File: src/rtl/rx_err_cfg.svh
// constants for the receive frame error reporting block
`ifndef RX_ERR_CFG_SVH
`define RX_ERR_CFG_SVH

// register indices; byte address is four times the index
`define IDX_MAX_FRAME      14'h0506
`define IDX_PLEN_CHECK     14'h050a
`define IDX_CTRL           14'h0510
`define IDX_IRQ_STATUS     14'h0511
`define IDX_IRQ_ENABLE     14'h0512
`define IDX_IRQ_CLEAR      14'h0513
`define IDX_LAST_FRAME     14'h0514

// reset values
`define RST_MAX_FRAME      32'h0000_05ee
`define RST_PLEN_CHECK     32'h0000_0000
`define RST_CTRL           32'h0000_0001
`define RST_ZERO           32'h0000_0000

// flag bit positions
`define FLAG_MALFORMED     0
`define FLAG_CRC           1
`define FLAG_UNDERSIZE     2
`define FLAG_OVERSIZE      3
`define FLAG_PLEN          4
`define FLAG_RESERVED      5

// size limits in bytes
`define RUNT_MIN_BYTES     16'h0009
`define RUNT_MAX_BYTES     16'h003f
`define LEN_TYPE_LIMIT     16'h0600
`define HDR_FCS_BYTES      16'h0012
`define MIN_PAYLOAD_BYTES  16'h002e

// control bits
`define CTRL_ALIGN_BIT     0
`define PLEN_EN_BIT        0

`endif

File: src/rtl/rx_err_pkg.sv
// types shared by the receive frame error reporting block
package rx_err_pkg;

  // one beat of the receive stream as seen by the error logic
  typedef struct packed {
    logic        valid;     // beat carries frame bytes
    logic        sop;       // first beat of a frame
    logic        eop;       // last beat of a frame
    logic [6:0]  bytes;     // valid bytes in this beat
    logic        bad_ctrl;  // non-terminate control character seen
    logic        crc_fail;  // checksum result, meaningful with eop
    logic        len_vld;   // length field captured this beat
    logic [15:0] len;       // length/type field value
  } rx_beat_t;

  // per-frame report to the client
  typedef struct packed {
    logic       eop;        // end-of-packet cycle of the report
    logic [5:0] flags;      // frame error flags, zero outside eop
    logic       fcs_err;    // checksum error
    logic       fcs_valid;  // fcs_err holds a valid value
  } rx_report_t;

endpackage : rx_err_pkg

File: src/rtl/rx_frame_error_report.sv
// receive frame classification and error flag reporting with apb registers
//
// Contract
// - Error flag vector is meaningful only in end-of-packet cycles.
// - Bit 0 set when a non-terminate control character appears mid-packet.
// - Bit 1 set when the frame checksum check fails.
// - With alignment on, bit 1 and checksum error output are identical.
// - Bit 2 set for frames of nine to 63 bytes inclusive.
// - Units of eight bytes or fewer are not frames, never undersized.
// - Bit 3 set when frame size exceeds programmed maximum frame size.
// - Bit 4 set when payload mismatches a length field below 1536.
// - Bit 4 reported only while payload length check bit 0 is one.
// - Checksum error output asserted for frames with a bad checksum.
// - By default checksum error appears in the end-of-packet cycle.
// - With alignment off checksum error may lag end-of-packet.
// - Runt frames always raise the checksum error condition.
// - Eight bytes or fewer is a decoding error, not a runt.
// - Checksum-valid qualifier high whenever checksum error output is valid.
`timescale 1ns/1ps
`default_nettype none
`include "rx_err_cfg.svh"

module rx_frame_error_report #(
  parameter int SIZE_W = 16                          // frame byte counter width
) (
  input  wire logic                   ref_clk,       // rx mac clock, 10 MHz
  input  wire logic                   rstn,          // synchronous reset, low active
  input  wire logic                   ce,            // clock enable, low freezes state
  input  wire rx_err_pkg::rx_beat_t   beat,          // receive stream observation
  output var  rx_err_pkg::rx_report_t report,        // per-frame error report
  output logic                        irq,           // level interrupt
  input  wire logic                   psel,          // apb select
  input  wire logic                   penable,       // apb enable
  input  wire logic                   pwrite,        // apb direction
  input  wire logic [15:0]            paddr,         // apb byte address
  input  wire logic [31:0]            pwdata,        // apb write data
  output logic [31:0]                 prdata,        // apb read data
  output logic                        pready,        // apb ready
  output logic                        pslverr        // apb error, unmapped address
);

  // byte address of a register index
  function automatic logic reg_hit(input logic [15:0] addr, input logic [13:0] idx);
    reg_hit = (addr == {idx, 2'b00});
  endfunction : reg_hit

  // saturating add keeps a runaway frame from wrapping into a small size
  function automatic logic [SIZE_W-1:0] sat_add(input logic [SIZE_W-1:0] a, input logic [6:0] b);
    logic [SIZE_W:0] s;
    s = {1'b0, a} + {{(SIZE_W-6){1'b0}}, b};
    sat_add = s[SIZE_W] ? {SIZE_W{1'b1}} : s[SIZE_W-1:0];
  endfunction : sat_add

  // ---------------------------------------------------------------- registers
  logic [31:0]      max_frame_r;
  logic [31:0]      max_frame_nxt;
  logic [31:0]      plen_ctrl_r;
  logic [31:0]      plen_ctrl_nxt;
  logic [31:0]      ctrl_r;
  logic [31:0]      ctrl_nxt;
  logic [4:0]       irq_sts_r;
  logic [4:0]       irq_sts_nxt;
  logic [4:0]       irq_en_r;
  logic [4:0]       irq_en_nxt;
  logic [5:0]       last_flags_r;
  logic [5:0]       last_flags_nxt;
  logic [SIZE_W-1:0] last_size_r;
  logic [SIZE_W-1:0] last_size_nxt;

  // ---------------------------------------------------------------- apb decode
  logic        acc_w;
  logic        done_w;
  logic        wr_w;
  logic        hit_max_w;
  logic        hit_plen_w;
  logic        hit_ctrl_w;
  logic        hit_sts_w;
  logic        hit_en_w;
  logic        hit_clr_w;
  logic        hit_last_w;
  logic        mapped_w;
  logic [31:0] rd_mux_w;

  assign acc_w      = psel & penable;
  assign done_w     = acc_w & pready;
  assign wr_w       = done_w & pwrite & mapped_w;
  assign hit_max_w  = reg_hit(paddr, `IDX_MAX_FRAME);
  assign hit_plen_w = reg_hit(paddr, `IDX_PLEN_CHECK);
  assign hit_ctrl_w = reg_hit(paddr, `IDX_CTRL);
  assign hit_sts_w  = reg_hit(paddr, `IDX_IRQ_STATUS);
  assign hit_en_w   = reg_hit(paddr, `IDX_IRQ_ENABLE);
  assign hit_clr_w  = reg_hit(paddr, `IDX_IRQ_CLEAR);
  assign hit_last_w = reg_hit(paddr, `IDX_LAST_FRAME);
  assign mapped_w   = hit_max_w | hit_plen_w | hit_ctrl_w | hit_sts_w |
                      hit_en_w | hit_clr_w | hit_last_w;

  logic [31:0] rd_sts_w;
  logic [31:0] rd_en_w;
  logic [31:0] rd_last_w;

  // narrow registers are zero-extended to the bus word
  assign rd_sts_w  = {27'h000_0000, irq_sts_r};
  assign rd_en_w   = {27'h000_0000, irq_en_r};
  assign rd_last_w = {{(26-SIZE_W){1'b0}}, last_size_r, last_flags_r};

  // clear register reads zero; status and last-frame are read only
  assign rd_mux_w = hit_max_w  ? max_frame_r :
                    hit_plen_w ? plen_ctrl_r :
                    hit_ctrl_w ? ctrl_r :
                    hit_sts_w  ? rd_sts_w :
                    hit_en_w   ? rd_en_w :
                    hit_last_w ? rd_last_w :
                    `RST_ZERO;

  assign max_frame_nxt = (wr_w & hit_max_w)  ? pwdata : max_frame_r;
  assign plen_ctrl_nxt = (wr_w & hit_plen_w) ? pwdata : plen_ctrl_r;
  assign ctrl_nxt      = (wr_w & hit_ctrl_w) ? pwdata : ctrl_r;
  assign irq_en_nxt    = (wr_w & hit_en_w)   ? pwdata[4:0] : irq_en_r;

  logic        rd_take_w;
  logic        pready_nxt;
  logic        pslverr_nxt;
  logic [31:0] prdata_nxt;

  // one wait state: ready rises in the second access cycle, then drops
  assign rd_take_w   = acc_w & ~pready & ~pwrite;
  assign pready_nxt  = acc_w & ~pready;
  assign pslverr_nxt = acc_w & ~pready & ~mapped_w;
  // read data holds between reads, so a slow sampler still finds it
  assign prdata_nxt  = rd_take_w ? rd_mux_w : prdata;

  always_ff @(posedge ref_clk) begin
    if (!rstn) begin
      pready <= 1'b0;
    end else if (ce) begin
      pready <= pready_nxt;
    end
  end

  always_ff @(posedge ref_clk) begin
    if (!rstn) begin
      prdata <= `RST_ZERO;
    end else if (ce) begin
      prdata <= prdata_nxt;
    end
  end

  always_ff @(posedge ref_clk) begin
    if (!rstn) begin
      pslverr <= 1'b0;
    end else if (ce) begin
      pslverr <= pslverr_nxt;
    end
  end

  always_ff @(posedge ref_clk) begin
    if (!rstn) begin
      max_frame_r <= `RST_MAX_FRAME;
    end else if (ce) begin
      max_frame_r <= max_frame_nxt;
    end
  end

  always_ff @(posedge ref_clk) begin
    if (!rstn) begin
      plen_ctrl_r <= `RST_PLEN_CHECK;
    end else if (ce) begin
      plen_ctrl_r <= plen_ctrl_nxt;
    end
  end

  always_ff @(posedge ref_clk) begin
    if (!rstn) begin
      ctrl_r <= `RST_CTRL;
    end else if (ce) begin
      ctrl_r <= ctrl_nxt;
    end
  end

  always_ff @(posedge ref_clk) begin
    if (!rstn) begin
      irq_en_r <= 5'h00;
    end else if (ce) begin
      irq_en_r <= irq_en_nxt;
    end
  end

  // ---------------------------------------------------------------- frame tracking
  logic [SIZE_W-1:0] size_acc_r;
  logic [SIZE_W-1:0] size_acc_nxt;
  logic              bad_ctrl_r;
  logic              bad_ctrl_nxt;
  logic [15:0]       len_r;
  logic [15:0]       len_nxt;
  logic              len_seen_r;
  logic              len_seen_nxt;

  logic [SIZE_W-1:0] base_w;
  logic [SIZE_W-1:0] size_w;
  logic              end_w;
  logic              bad_any_w;
  logic [15:0]       len_cur_w;
  logic              len_ok_w;

  // a sop beat restarts the count even if the previous frame lost its eop
  assign base_w    = beat.sop ? {SIZE_W{1'b0}} : size_acc_r;
  assign size_w    = sat_add(base_w, beat.bytes);
  assign end_w     = beat.valid & beat.eop;
  assign bad_any_w = (beat.sop ? 1'b0 : bad_ctrl_r) | beat.bad_ctrl;
  assign len_cur_w = beat.len_vld ? beat.len : len_r;
  assign len_ok_w  = beat.len_vld | (~beat.sop & len_seen_r);

  assign size_acc_nxt = !beat.valid ? size_acc_r :
                        beat.eop    ? {SIZE_W{1'b0}} : size_w;
  assign bad_ctrl_nxt = !beat.valid ? bad_ctrl_r :
                        beat.eop    ? 1'b0 : bad_any_w;
  assign len_nxt      = (beat.valid & beat.len_vld) ? beat.len : len_r;
  assign len_seen_nxt = !beat.valid ? len_seen_r :
                        beat.eop    ? 1'b0 : len_ok_w;

  always_ff @(posedge ref_clk) begin
    if (!rstn) begin
      size_acc_r <= {SIZE_W{1'b0}};
    end else if (ce) begin
      size_acc_r <= size_acc_nxt;
    end
  end

  always_ff @(posedge ref_clk) begin
    if (!rstn) begin
      bad_ctrl_r <= 1'b0;
    end else if (ce) begin
      bad_ctrl_r <= bad_ctrl_nxt;
    end
  end

  always_ff @(posedge ref_clk) begin
    if (!rstn) begin
      len_r <= 16'h0000;
    end else if (ce) begin
      len_r <= len_nxt;
    end
  end

  always_ff @(posedge ref_clk) begin
    if (!rstn) begin
      len_seen_r <= 1'b0;
    end else if (ce) begin
      len_seen_r <= len_seen_nxt;
    end
  end

  // ---------------------------------------------------------------- classification
  logic              tiny_w;
  logic              runt_w;
  logic              over_w;
  logic              crc_bad_w;
  logic [15:0]       payload_w;
  logic [15:0]       expect_w;
  logic              plen_w;
  logic              align_w;
  logic [5:0]        flags_w;

  // eight bytes or fewer is a decoding error, never a runt
  assign tiny_w    = (size_w < `RUNT_MIN_BYTES);
  assign runt_w    = ~tiny_w & (size_w <= `RUNT_MAX_BYTES);
  assign over_w    = ({{(32-SIZE_W){1'b0}}, size_w} > max_frame_r);
  // runts force the checksum error whatever the check said
  assign crc_bad_w = beat.crc_fail | runt_w;
  assign payload_w = (size_w > `HDR_FCS_BYTES) ? 16'(size_w - `HDR_FCS_BYTES) : 16'h0000;
  // short payloads are padded, so compare against the padded minimum
  assign expect_w  = (len_cur_w < `MIN_PAYLOAD_BYTES) ? `MIN_PAYLOAD_BYTES : len_cur_w;
  assign plen_w    = plen_ctrl_r[`PLEN_EN_BIT] & len_ok_w &
                     (len_cur_w < `LEN_TYPE_LIMIT) & (payload_w != expect_w);
  assign align_w   = ctrl_r[`CTRL_ALIGN_BIT];

  always_comb begin
    flags_w                  = 6'h00;
    flags_w[`FLAG_MALFORMED] = bad_any_w | tiny_w;
    flags_w[`FLAG_CRC]       = crc_bad_w;
    flags_w[`FLAG_UNDERSIZE] = runt_w;
    flags_w[`FLAG_OVERSIZE]  = over_w;
    flags_w[`FLAG_PLEN]      = plen_w;
    flags_w[`FLAG_RESERVED]  = 1'b0;
  end

  // ---------------------------------------------------------------- report outputs
  logic       fcs_pend_r;
  logic       fcs_pend_nxt;
  logic       fcs_pend_err_r;
  logic       fcs_pend_err_nxt;
  rx_err_pkg::rx_report_t report_nxt;

  // with alignment off the checksum verdict trails the report by one cycle
  assign fcs_pend_nxt     = end_w & ~align_w;
  assign fcs_pend_err_nxt = end_w & ~align_w & crc_bad_w;

  always_comb begin
    report_nxt           = '0;
    report_nxt.eop       = end_w;
    report_nxt.flags     = end_w ? flags_w : 6'h00;
    if (align_w) begin
      report_nxt.fcs_valid = end_w;
      report_nxt.fcs_err   = end_w & crc_bad_w;
    end else begin
      report_nxt.fcs_valid = fcs_pend_r;
      report_nxt.fcs_err   = fcs_pend_err_r;
    end
  end

  always_ff @(posedge ref_clk) begin
    if (!rstn) begin
      report <= '0;
    end else if (ce) begin
      report <= report_nxt;
    end
  end

  always_ff @(posedge ref_clk) begin
    if (!rstn) begin
      fcs_pend_r <= 1'b0;
    end else if (ce) begin
      fcs_pend_r <= fcs_pend_nxt;
    end
  end

  always_ff @(posedge ref_clk) begin
    if (!rstn) begin
      fcs_pend_err_r <= 1'b0;
    end else if (ce) begin
      fcs_pend_err_r <= fcs_pend_err_nxt;
    end
  end

  // ---------------------------------------------------------------- last frame, interrupts
  logic [4:0] evt_w;
  logic [4:0] clr_w;
  logic       irq_nxt;

  assign evt_w          = end_w ? flags_w[4:0] : 5'h00;
  assign clr_w          = (wr_w & hit_clr_w) ? pwdata[4:0] : 5'h00;
  // an event in the clearing cycle survives the clear
  assign irq_sts_nxt    = (irq_sts_r & ~clr_w) | evt_w;
  assign last_flags_nxt = end_w ? flags_w : last_flags_r;
  assign last_size_nxt  = end_w ? size_w : last_size_r;
  // built from next state so the interrupt rises with the report
  assign irq_nxt        = |(irq_sts_nxt & irq_en_nxt);

  always_ff @(posedge ref_clk) begin
    if (!rstn) begin
      irq_sts_r <= 5'h00;
    end else if (ce) begin
      irq_sts_r <= irq_sts_nxt;
    end
  end

  always_ff @(posedge ref_clk) begin
    if (!rstn) begin
      last_flags_r <= 6'h00;
    end else if (ce) begin
      last_flags_r <= last_flags_nxt;
    end
  end

  always_ff @(posedge ref_clk) begin
    if (!rstn) begin
      last_size_r <= {SIZE_W{1'b0}};
    end else if (ce) begin
      last_size_r <= last_size_nxt;
    end
  end

  always_ff @(posedge ref_clk) begin
    if (!rstn) begin
      irq <= 1'b0;
    end else if (ce) begin
      irq <= irq_nxt;
    end
  end

endmodule : rx_frame_error_report

`default_nettype wire

File: config.mk
export PLATFORM = sky130hd
export DESIGN_NAME = rx_frame_error_report
export DESIGN_NICKNAME = d
export VERILOG_FILES = /design/src/rtl/rx_err_pkg.sv /design/src/rtl/rx_frame_error_report.sv
export VERILOG_INCLUDE_DIRS = /design/src /design/src/rtl
export SDC_FILE = /design/constraint.sdc
export NUM_CORES = 1
export LEC_CHECK = 0
export ABC_AREA = 1
export ABC_CLOCK_PERIOD_IN_PS = 5600
export BUFFER_PORTS_ARGS = -buffer_cell sky130_fd_sc_hd__buf_2
export CAP_MARGIN = 15
export CORE_ASPECT_RATIO = 1.5
export CORE_MARGIN = 2
export CORE_UTILIZATION = 50
export CTS_BUF_LIST = sky130_fd_sc_hd__clkbuf_8
export DETAILED_ROUTE_END_ITERATION = 7
export PLACE_DENSITY = 0.7
export SETUP_SLACK_MARGIN = 0.2
export SLEW_MARGIN = 30
export SYNTH_ARGS = -nofsm -noshare
export SYNTH_HDL_FRONTEND = slang
export SYNTH_SLANG_ARGS = --single-unit
File: constraint.sdc
create_clock -name ref_clk -period 5.6 [get_ports ref_clk]
set_input_delay 0.28 -clock ref_clk [delete_from_list [all_inputs] [get_ports ref_clk]]
set_output_delay 0.28 -clock ref_clk [all_outputs]
set_load 0.005 [all_outputs]
==> impl_results.md, run 1 <==
- Status: finished clean
- Vias per inst: 5.39
- Largest net degree at the start of global routing: 67
- CP endpoint kind: register
- Area occupied by multi-input gates: 5560 sq um
- Switching power: 806 uW
- Skew final: 13.0 ps
- Share of the synthesized area in the top cell type: 37.8%
- Max cap viols: 0
- Critical path startpoint category: register
- DIE AREA: 23100 sq um
- Flop pwr share: 48.5%
- Num ports: 127
- RSZ-0062 raised after global routing: false
- HP Class: input pin to register
- Post-route DRC: 0
- Max-slew headroom: 40.8%
- Number of global-route vias before repair: 10.5k
- Slew Limit Fails: 0
- PD cells: 242 nW/um^2
- Fin crit share: 70.6%
- Leading cell types in the layout, fill and taps excluded: nand2_1, inv_1, dfxtp_1
- Placed insts: 1929
- Drt wl/cell: 16.2 microns
- Clk pwr share: 41.1%
- Dpl hpwl: 23500 microns
- Bufs on Longest Clock Path: 3
- Clk sinks: 206
- Root Buffer: clkbuf_8
- Reg clk slew, reported paths: 70 ps
- Die Y: 185 microns
- WL final: 32900 microns
- Fill cells: 2122
- Antenna-violating nets left: 0
- Syn. warnings: 0
- Static Leak: 5.81 nW
- N_diodes: 0
- Internal: 2.28 mW
- Comb pwr share: 10.4%
- Synth Register Bits: 206
- Post-route setup TNS: 0 ps
- Routability cong.: 0.944
- Non-filler cells, final: 2031
- Wl on met1: 13400 microns
- Routed wl met3: 1510 microns
- Num CTS Buffers: 31
- CTS Hold Buffers Added: 46
- P&R area growth vs syn: 17.0%
- Achievable Freq: 253 MHz
- Die W: 125 microns
- Seq/Total Area, Yosys: 37.8%
- Initial antenna violation count: 0
- Netlist Area Pre-Place: 10900 sq um
- Routed vias: 10.9k
- Grt total ovfl: 0
- Top sig layer: met4
- Syn Inst Count: 1596
- TritonCTS clock tree: yes
- First drt pass iteration count: 4
- WL met2: 16800 microns
- Post-cts resize count: 0
- Final Net Count: 1844
- Post-CTS Setup Bufs: 0
- Mapped Nets: 1704
- Dominant cells by area after synthesis: dfxtp_1, nand2_1, inv_1
- Worst Tran Pin Value: 887 ps
- CP Max Fanout: 5
- Clk_lat worst skew: 580 ps
- Core area: 21600 sq um
- FP Rows: 66
- Critical path class: register to register
- Peak supply drop: 0.181 mV
- Starting Density: 50.7%
- Port-buffer cells: 125
- Htree depth: 1
- Post-synth top area cell: dfxtp_1
- Count of final hold-check violations: 0
- Min Tclk post-route: 3950 ps
- Total Routing Usage GR: 28.1%
- Commonest non-fill, non-tap cell in the layout: nand2_1
- Worst endpoint required time: 6070 ps
- Switching Share: 26.1%
- Share of layout cells above drive strength 1: 14.8%
- Syn Area/Cell: 6.84 sq um
- Seq. cell area: 4120 sq um
- Slowest-stage cell, CP: fa_1
- Unique cell type count in the Yosys netlist: 52
- Worst EP arrival: 4420 ps
- First-pass GRT wire length: 53000 microns
- Initial DRC count: 706
- Final number of setup-violating endpoints: 0
- CP max stage delay: 450 ps
-- metal layers --
metal	up-vias	global-route usage (%)
li1	5538	-
met1	5038	32.5
met2	289	52.9
met3	80	2.92
met4	0	11.1
met5	-	0
-- through the flow --
step	worst slack (ps)	area (sq um)	total power, mW	hold WS (ps)	utilization, %
finish	1650	12800	3.09	11.9	59.3
global route	1170	12800	3.21	23.1	59.3
CTS	1670	12800	3.11	0.0546	59.3
detailed placement	1470	11700	1.82	444	54.1
global placement	1620	11700	1.82	437	54.1
floorplan	1920	10900	1.72	406	-
-- cell type report --
type,instances,area share (%)
Inverter,242,7.13
Timing Repair Buffer,185,9.32
Clock inverter,13,0.480
Sequential cell,206,32.3
Clock buffer,43,4.63
Tap cell,272,2.66
Multi-Input combinational cell,1070,43.5
-- power by group through the flow --
stage | Combinational [mW] | Clock [mW] | Sequential (mW)
after floorplan | 0.193 | 0 | 1.53
after global placement | 0.292 | 0 | 1.53
after detailed placement | 0.293 | 0 | 1.53
after CTS | 0.320 | 1.30 | 1.50
after global routing | 0.360 | 1.36 | 1.50
final | 0.321 | 1.27 | 1.50
-- cells by family (layout without fill, tap and decap cells) --
kind of cell               Yosys count  count (layout)  synth area share (%)
and+or+nand+nor                    668             668                  26.6
AOI/OAI and AO/OA                  369             369                  20.7
buffers and inverters              320             483                  11.5
DFF                                206             206                  37.8
adders and majority gates           25              25                  2.93
xor gates and xnor gates             6               6                 0.481
other                                1               1                0.0343
muxes                                1               1                0.0916
-- synthesized netlist by cell type (all sizes together) --
library cell  instances
o22ai                27
nand4                27
o211a                 1
o211ai                5
a211oi               73
buf                  14
and2                  1
a31oi                 1
mux2i                 1
nand3                77
a22oi                 1
o31ai                16
xnor2                 1
a21oi               130
o2111ai               1
fa                    1
o21ai                81
inv                 238
nor2                216
a221oi                9
nor4b                 1
nand2               317
nor4                  5
o221ai                5
o221a                 6
conb                  1
clkbuf               64
a2111oi               1
o21a                 10
a21boi                1
a21o                  1
clkinv                4
xor2                  5
ha                   24
or2                  11
nor3                  9
dfxtp               206
nand3b                4
-- final timing paths --
path / startpoint / endpoint / slack [ps] / cells after the start
worst max-delay path: size_acc_r[0] / irq / 1650 / 25
worst min register to register: len_r[0] / len_r[0] / 450 / 2
worst min-delay path: pwdata[14] / plen_ctrl_r[14] / 10 / 3
worst max register to register: size_acc_r[0] / irq / 1650 / 25
-- flip-flops by register name (all words and copies together), names as in the netlist, 5 cells and up --
signal and cells:
last_flags_r 5, plen_ctrl_r 32, prdata 32, irq_sts_r 5, max_frame_r 32, report 8, size_acc_r 16, irq_en_r 5
len_r 16, ctrl_r 32, last_size_r 16
-- critical path: cells and delay by family (launching register included) --
family,cells,cell delay (ps)
AOI/OAI and AO/OA,3,290
and+or+nand+nor,15,1950
buffers and inverters,4,350
adders and majority gates,3,970
DFF,1,310
No activity file was read; power rests on OpenSTA's default activity.
==> inputs of run 2 (changes only) <==
--- a/config.mk
+++ b/config.mk
@@ -6,8 +6,8 @@
 export SDC_FILE = /design/constraint.sdc
 export NUM_CORES = 1
 export LEC_CHECK = 0
-export ABC_AREA = 1
-export ABC_CLOCK_PERIOD_IN_PS = 5600
+export ABC_AREA = 0
+export ABC_CLOCK_PERIOD_IN_PS = 3650
 export BUFFER_PORTS_ARGS = -buffer_cell sky130_fd_sc_hd__buf_2
 export CAP_MARGIN = 15
 export CORE_ASPECT_RATIO = 1.5
==> constraint.sdc (replaced) <==
create_clock -name ref_clk -period 3.65 [get_ports ref_clk]
set_input_delay 0.1825 -clock ref_clk [delete_from_list [all_inputs] [get_ports ref_clk]]
set_output_delay 0.1825 -clock ref_clk [all_outputs]
set_load 0.005 [all_outputs]
==> run 2 against run 1 <==
Net effect: the run now ends with setup timing left; clock power up 67%; worst hold slack gained 19 ps; sequential cell count unchanged; maximum frequency fell by 2.4%; register-to-register slack got worse by 2000 ps; critical endpoint is now last_flags_r[4].
==> impl_results.md, run 2 <==
- Mapped Nets: 1463
- HP Class: input pin to register
- Count of final hold-check violations: 0
- DIE AREA: 22300 sq um
- Share of the synthesized area in the top cell type: 39.1%
- Post-synthesis simple-gate area fraction: 23.5%
- Peak supply drop: 0.257 mV
- Seq/Total Area, Yosys: 39.1%
- Routability cong.: 0.952
- Antenna-violating nets left: 0
- Fin crit share: 111%
- Leading cell types in the layout, fill and taps excluded: nand2_1, dfxtp_1, a21oi_1
- Post-synth top area cell: dfxtp_1
- Die W: 123 microns
- Clk sinks: 206
- Compound-Gate Fraction of Synth Area: 24.7%
- Synth Area in Adders: 3.04%
- Share of layout cells above drive strength 1: 26.1%
- EDFF count, synth: 0
- CP endpoint kind: register
- Largest family of logic cells by synthesized area: compound AO/OA/AOI/OAI gates
- RSZ-0062 raised after global routing: true
- Critical path class: register to register
- Failing checks: setup timing
- Status: complete, but fails checks
- P&R area growth vs syn: 32.1%
- Switching Share: 26.4%
- Final worst slack: -398 ps
- Core area: 20900 sq um
- Max-slew headroom: 35.8%
- Syn. warnings: 0
- Multiplexer area fraction after synthesis: 3.23%
- Final Net Count: 1732
- Static Leak: 5.56 nW
- Non-filler cells, final: 1914
- Worst slack, placed: -467 ps
- Starting Density: 50.5%
- WL final: 36200 microns
- Initial DRC count: 1036
- Dpl hpwl: 25200 microns
- Switching power: 1.35 mW
- Num CTS Buffers: 34
- Num ports: 127
- Unique cell type count in the Yosys netlist: 87
- Htree depth: 2
- Grt total ovfl: 0
- Worst Tran Pin Value: 960 ps
- Clk pwr share: 41.7%
- Internal: 3.75 mW
- Min Tclk post-route: 4050 ps
- Async SR Flop Fraction: 0%
- Synth cell count leaders: nand2_1, dfxtp_1, a21oi_1, nor2_1, clkbuf_1
- Max cap viols: 0
- Worst EP arrival: 4460 ps
- Worst endpoint required time: 4060 ps
- Final Power: 5.10 mW
- Initial antenna violation count: 0
- Flop pwr share: 45.2%
- FP Rows: 65
- Achievable Freq: 247 MHz
- Bufs on Longest Clock Path: 3
- Most common cell in the netlist: nand2_1
- First drt pass iteration count: 7
- TritonCTS clock tree: yes
- Die Y: 182 microns
- XOR/XNOR share of the synthesized area: 2.08%
- Root Buffer: clkbuf_8
- Routed vias: 11.3k
- Syn Inst Count: 1355
- Drt wl/cell: 18.9 microns
- Final number of setup-violating endpoints: 7
- Post-route DRC: 0
- First-pass GRT wire length: 56300 microns
- Comb pwr share: 13.1%
- PD cells: 366 nW/um^2
- Clk_lat worst skew: 530 ps
- Largest net degree at the start of global routing: 88
- Port-buffer cells: 125
- Reg clk slew, reported paths: 70 ps
- Dominant cells by area after synthesis: dfxtp_1, nand2_1, a21oi_1
- Number of global-route vias before repair: 11.0k
- Critical path startpoint category: register
- Slew Limit Fails: 0
- Total Routing Usage GR: 31.9%
- Ys flop type: dfxtp_1
- CP Max Fanout: 5
- Synth Register Bits: 206
- Commonest non-fill, non-tap cell in the layout: nand2_1
- Vias per inst: 5.91
- N_diodes: 0
- Placed insts: 1796
- Netlist Area Pre-Place: 10500 sq um
- Syn Area/Cell: 7.78 sq um
- Fill cells: 1806
- Skew final: 18.3 ps
-- run 2: changes by cell type in the layout (fill, tap and decap cells not counted), sizes merged, moves of 50 or more --
cell / change
a21oi: +76
nand3: -50
inv: -213
buf: +138
nor2: -125
a211oi: -59
-- run 2: stage by stage --
step | area [sq um] | utilization [%] | hold WS, ps | setup TNS, ps
3_5_place_dp | 12300 | 58.7 | 444 | -2690
4_1_cts | 13800 | 65.9 | 11.9 | -1610
5_1_grt | 13900 | 66.7 | 34.4 | -3410
6_report | 13900 | 66.7 | 30.9 | -2030
3_3_place_gp | 12300 | 58.7 | 437 | -1860
2_1_floorplan | 10600 | - | 307 | -1370
-- run 2: worst max-delay path: stages, from the launching register on --
cell and delay, ps:
dfxtp_1 330, nor2b_1 140, ha_1 370, o211ai_2 170, o21ai_0 570, xnor2_2 210, nand4_1 160, buf_4 180
nor3_4 210, xnor2_1 190, nor2_1 60, or4_1 510, a2111o_1 460, o31ai_4 290, nand2_1 100
-- run 2: metal layers --
layer | global-route usage [%] | vias to the layer above | wire (microns) | part of all wire [%]
met1 | 36.5 | 5348 | 13700 | 38
met4 | 14.9 | 0 | 1680 | 4.6
met3 | 4.02 | 120 | 2010 | 5.5
li1 | - | 5376 | - | -
met2 | 57.5 | 467 | 18800 | 52
met5 | 0 | - | 0 | 0
-- run 2: area by class of cell --
type,instances,area [sq um],share of cell area [%]
clock buffer,41,564,4.05
clock inverter,17,134,0.961
inverter,26,100,0.718
multi-input combinational,1030,6380,45.8
sequential,206,4130,29.6
tap,268,335,2.41
timing repair buffer,326,2300,16.5
-- run 2: kinds of logic after synthesis --
| kind of cell | after synthesis |
|---|---|
| flip-flops | 206 |
| other | 1 |
| multiplexers | 32 |
| buffers and inverters | 119 |
| AO/OA/AOI/OAI | 406 |
| adder cells (fa/ha/maj) | 25 |
| AND/OR/NAND/NOR | 545 |
| XOR/XNOR | 21 |
-- run 2: final timing paths --
path	from	to	slack, ps	cells after the start
hold reg to reg	ctrl_r[26]	ctrl_r[26]	450	2
setup / recovery	size_acc_r[3]	last_flags_r[4]	-400	14
hold / removal	pwrite	prdata[0]	30	3
setup reg to reg	size_acc_r[3]	last_flags_r[4]	-400	14
-- run 2: what timing repair did --
action / CTS / global route
endpoints found under the setup margin: 18 / 18
hold buffers: 49 / 0
endpoints found under the hold margin: 108 / 0
pin swaps: 32 / 19
gates resized for setup: 56 / 27
buffers inserted: 9 / 2
-- run 2: power by group through the flow --
stage	combinational, mW	sequential (mW)	clock, mW
finish	0.668	2.30	2.12
global route	0.718	2.31	2.25
CTS	0.638	2.30	2.14
detailed placement	0.560	2.35	0
global placement	0.555	2.35	0
floorplan	0.309	2.35	0
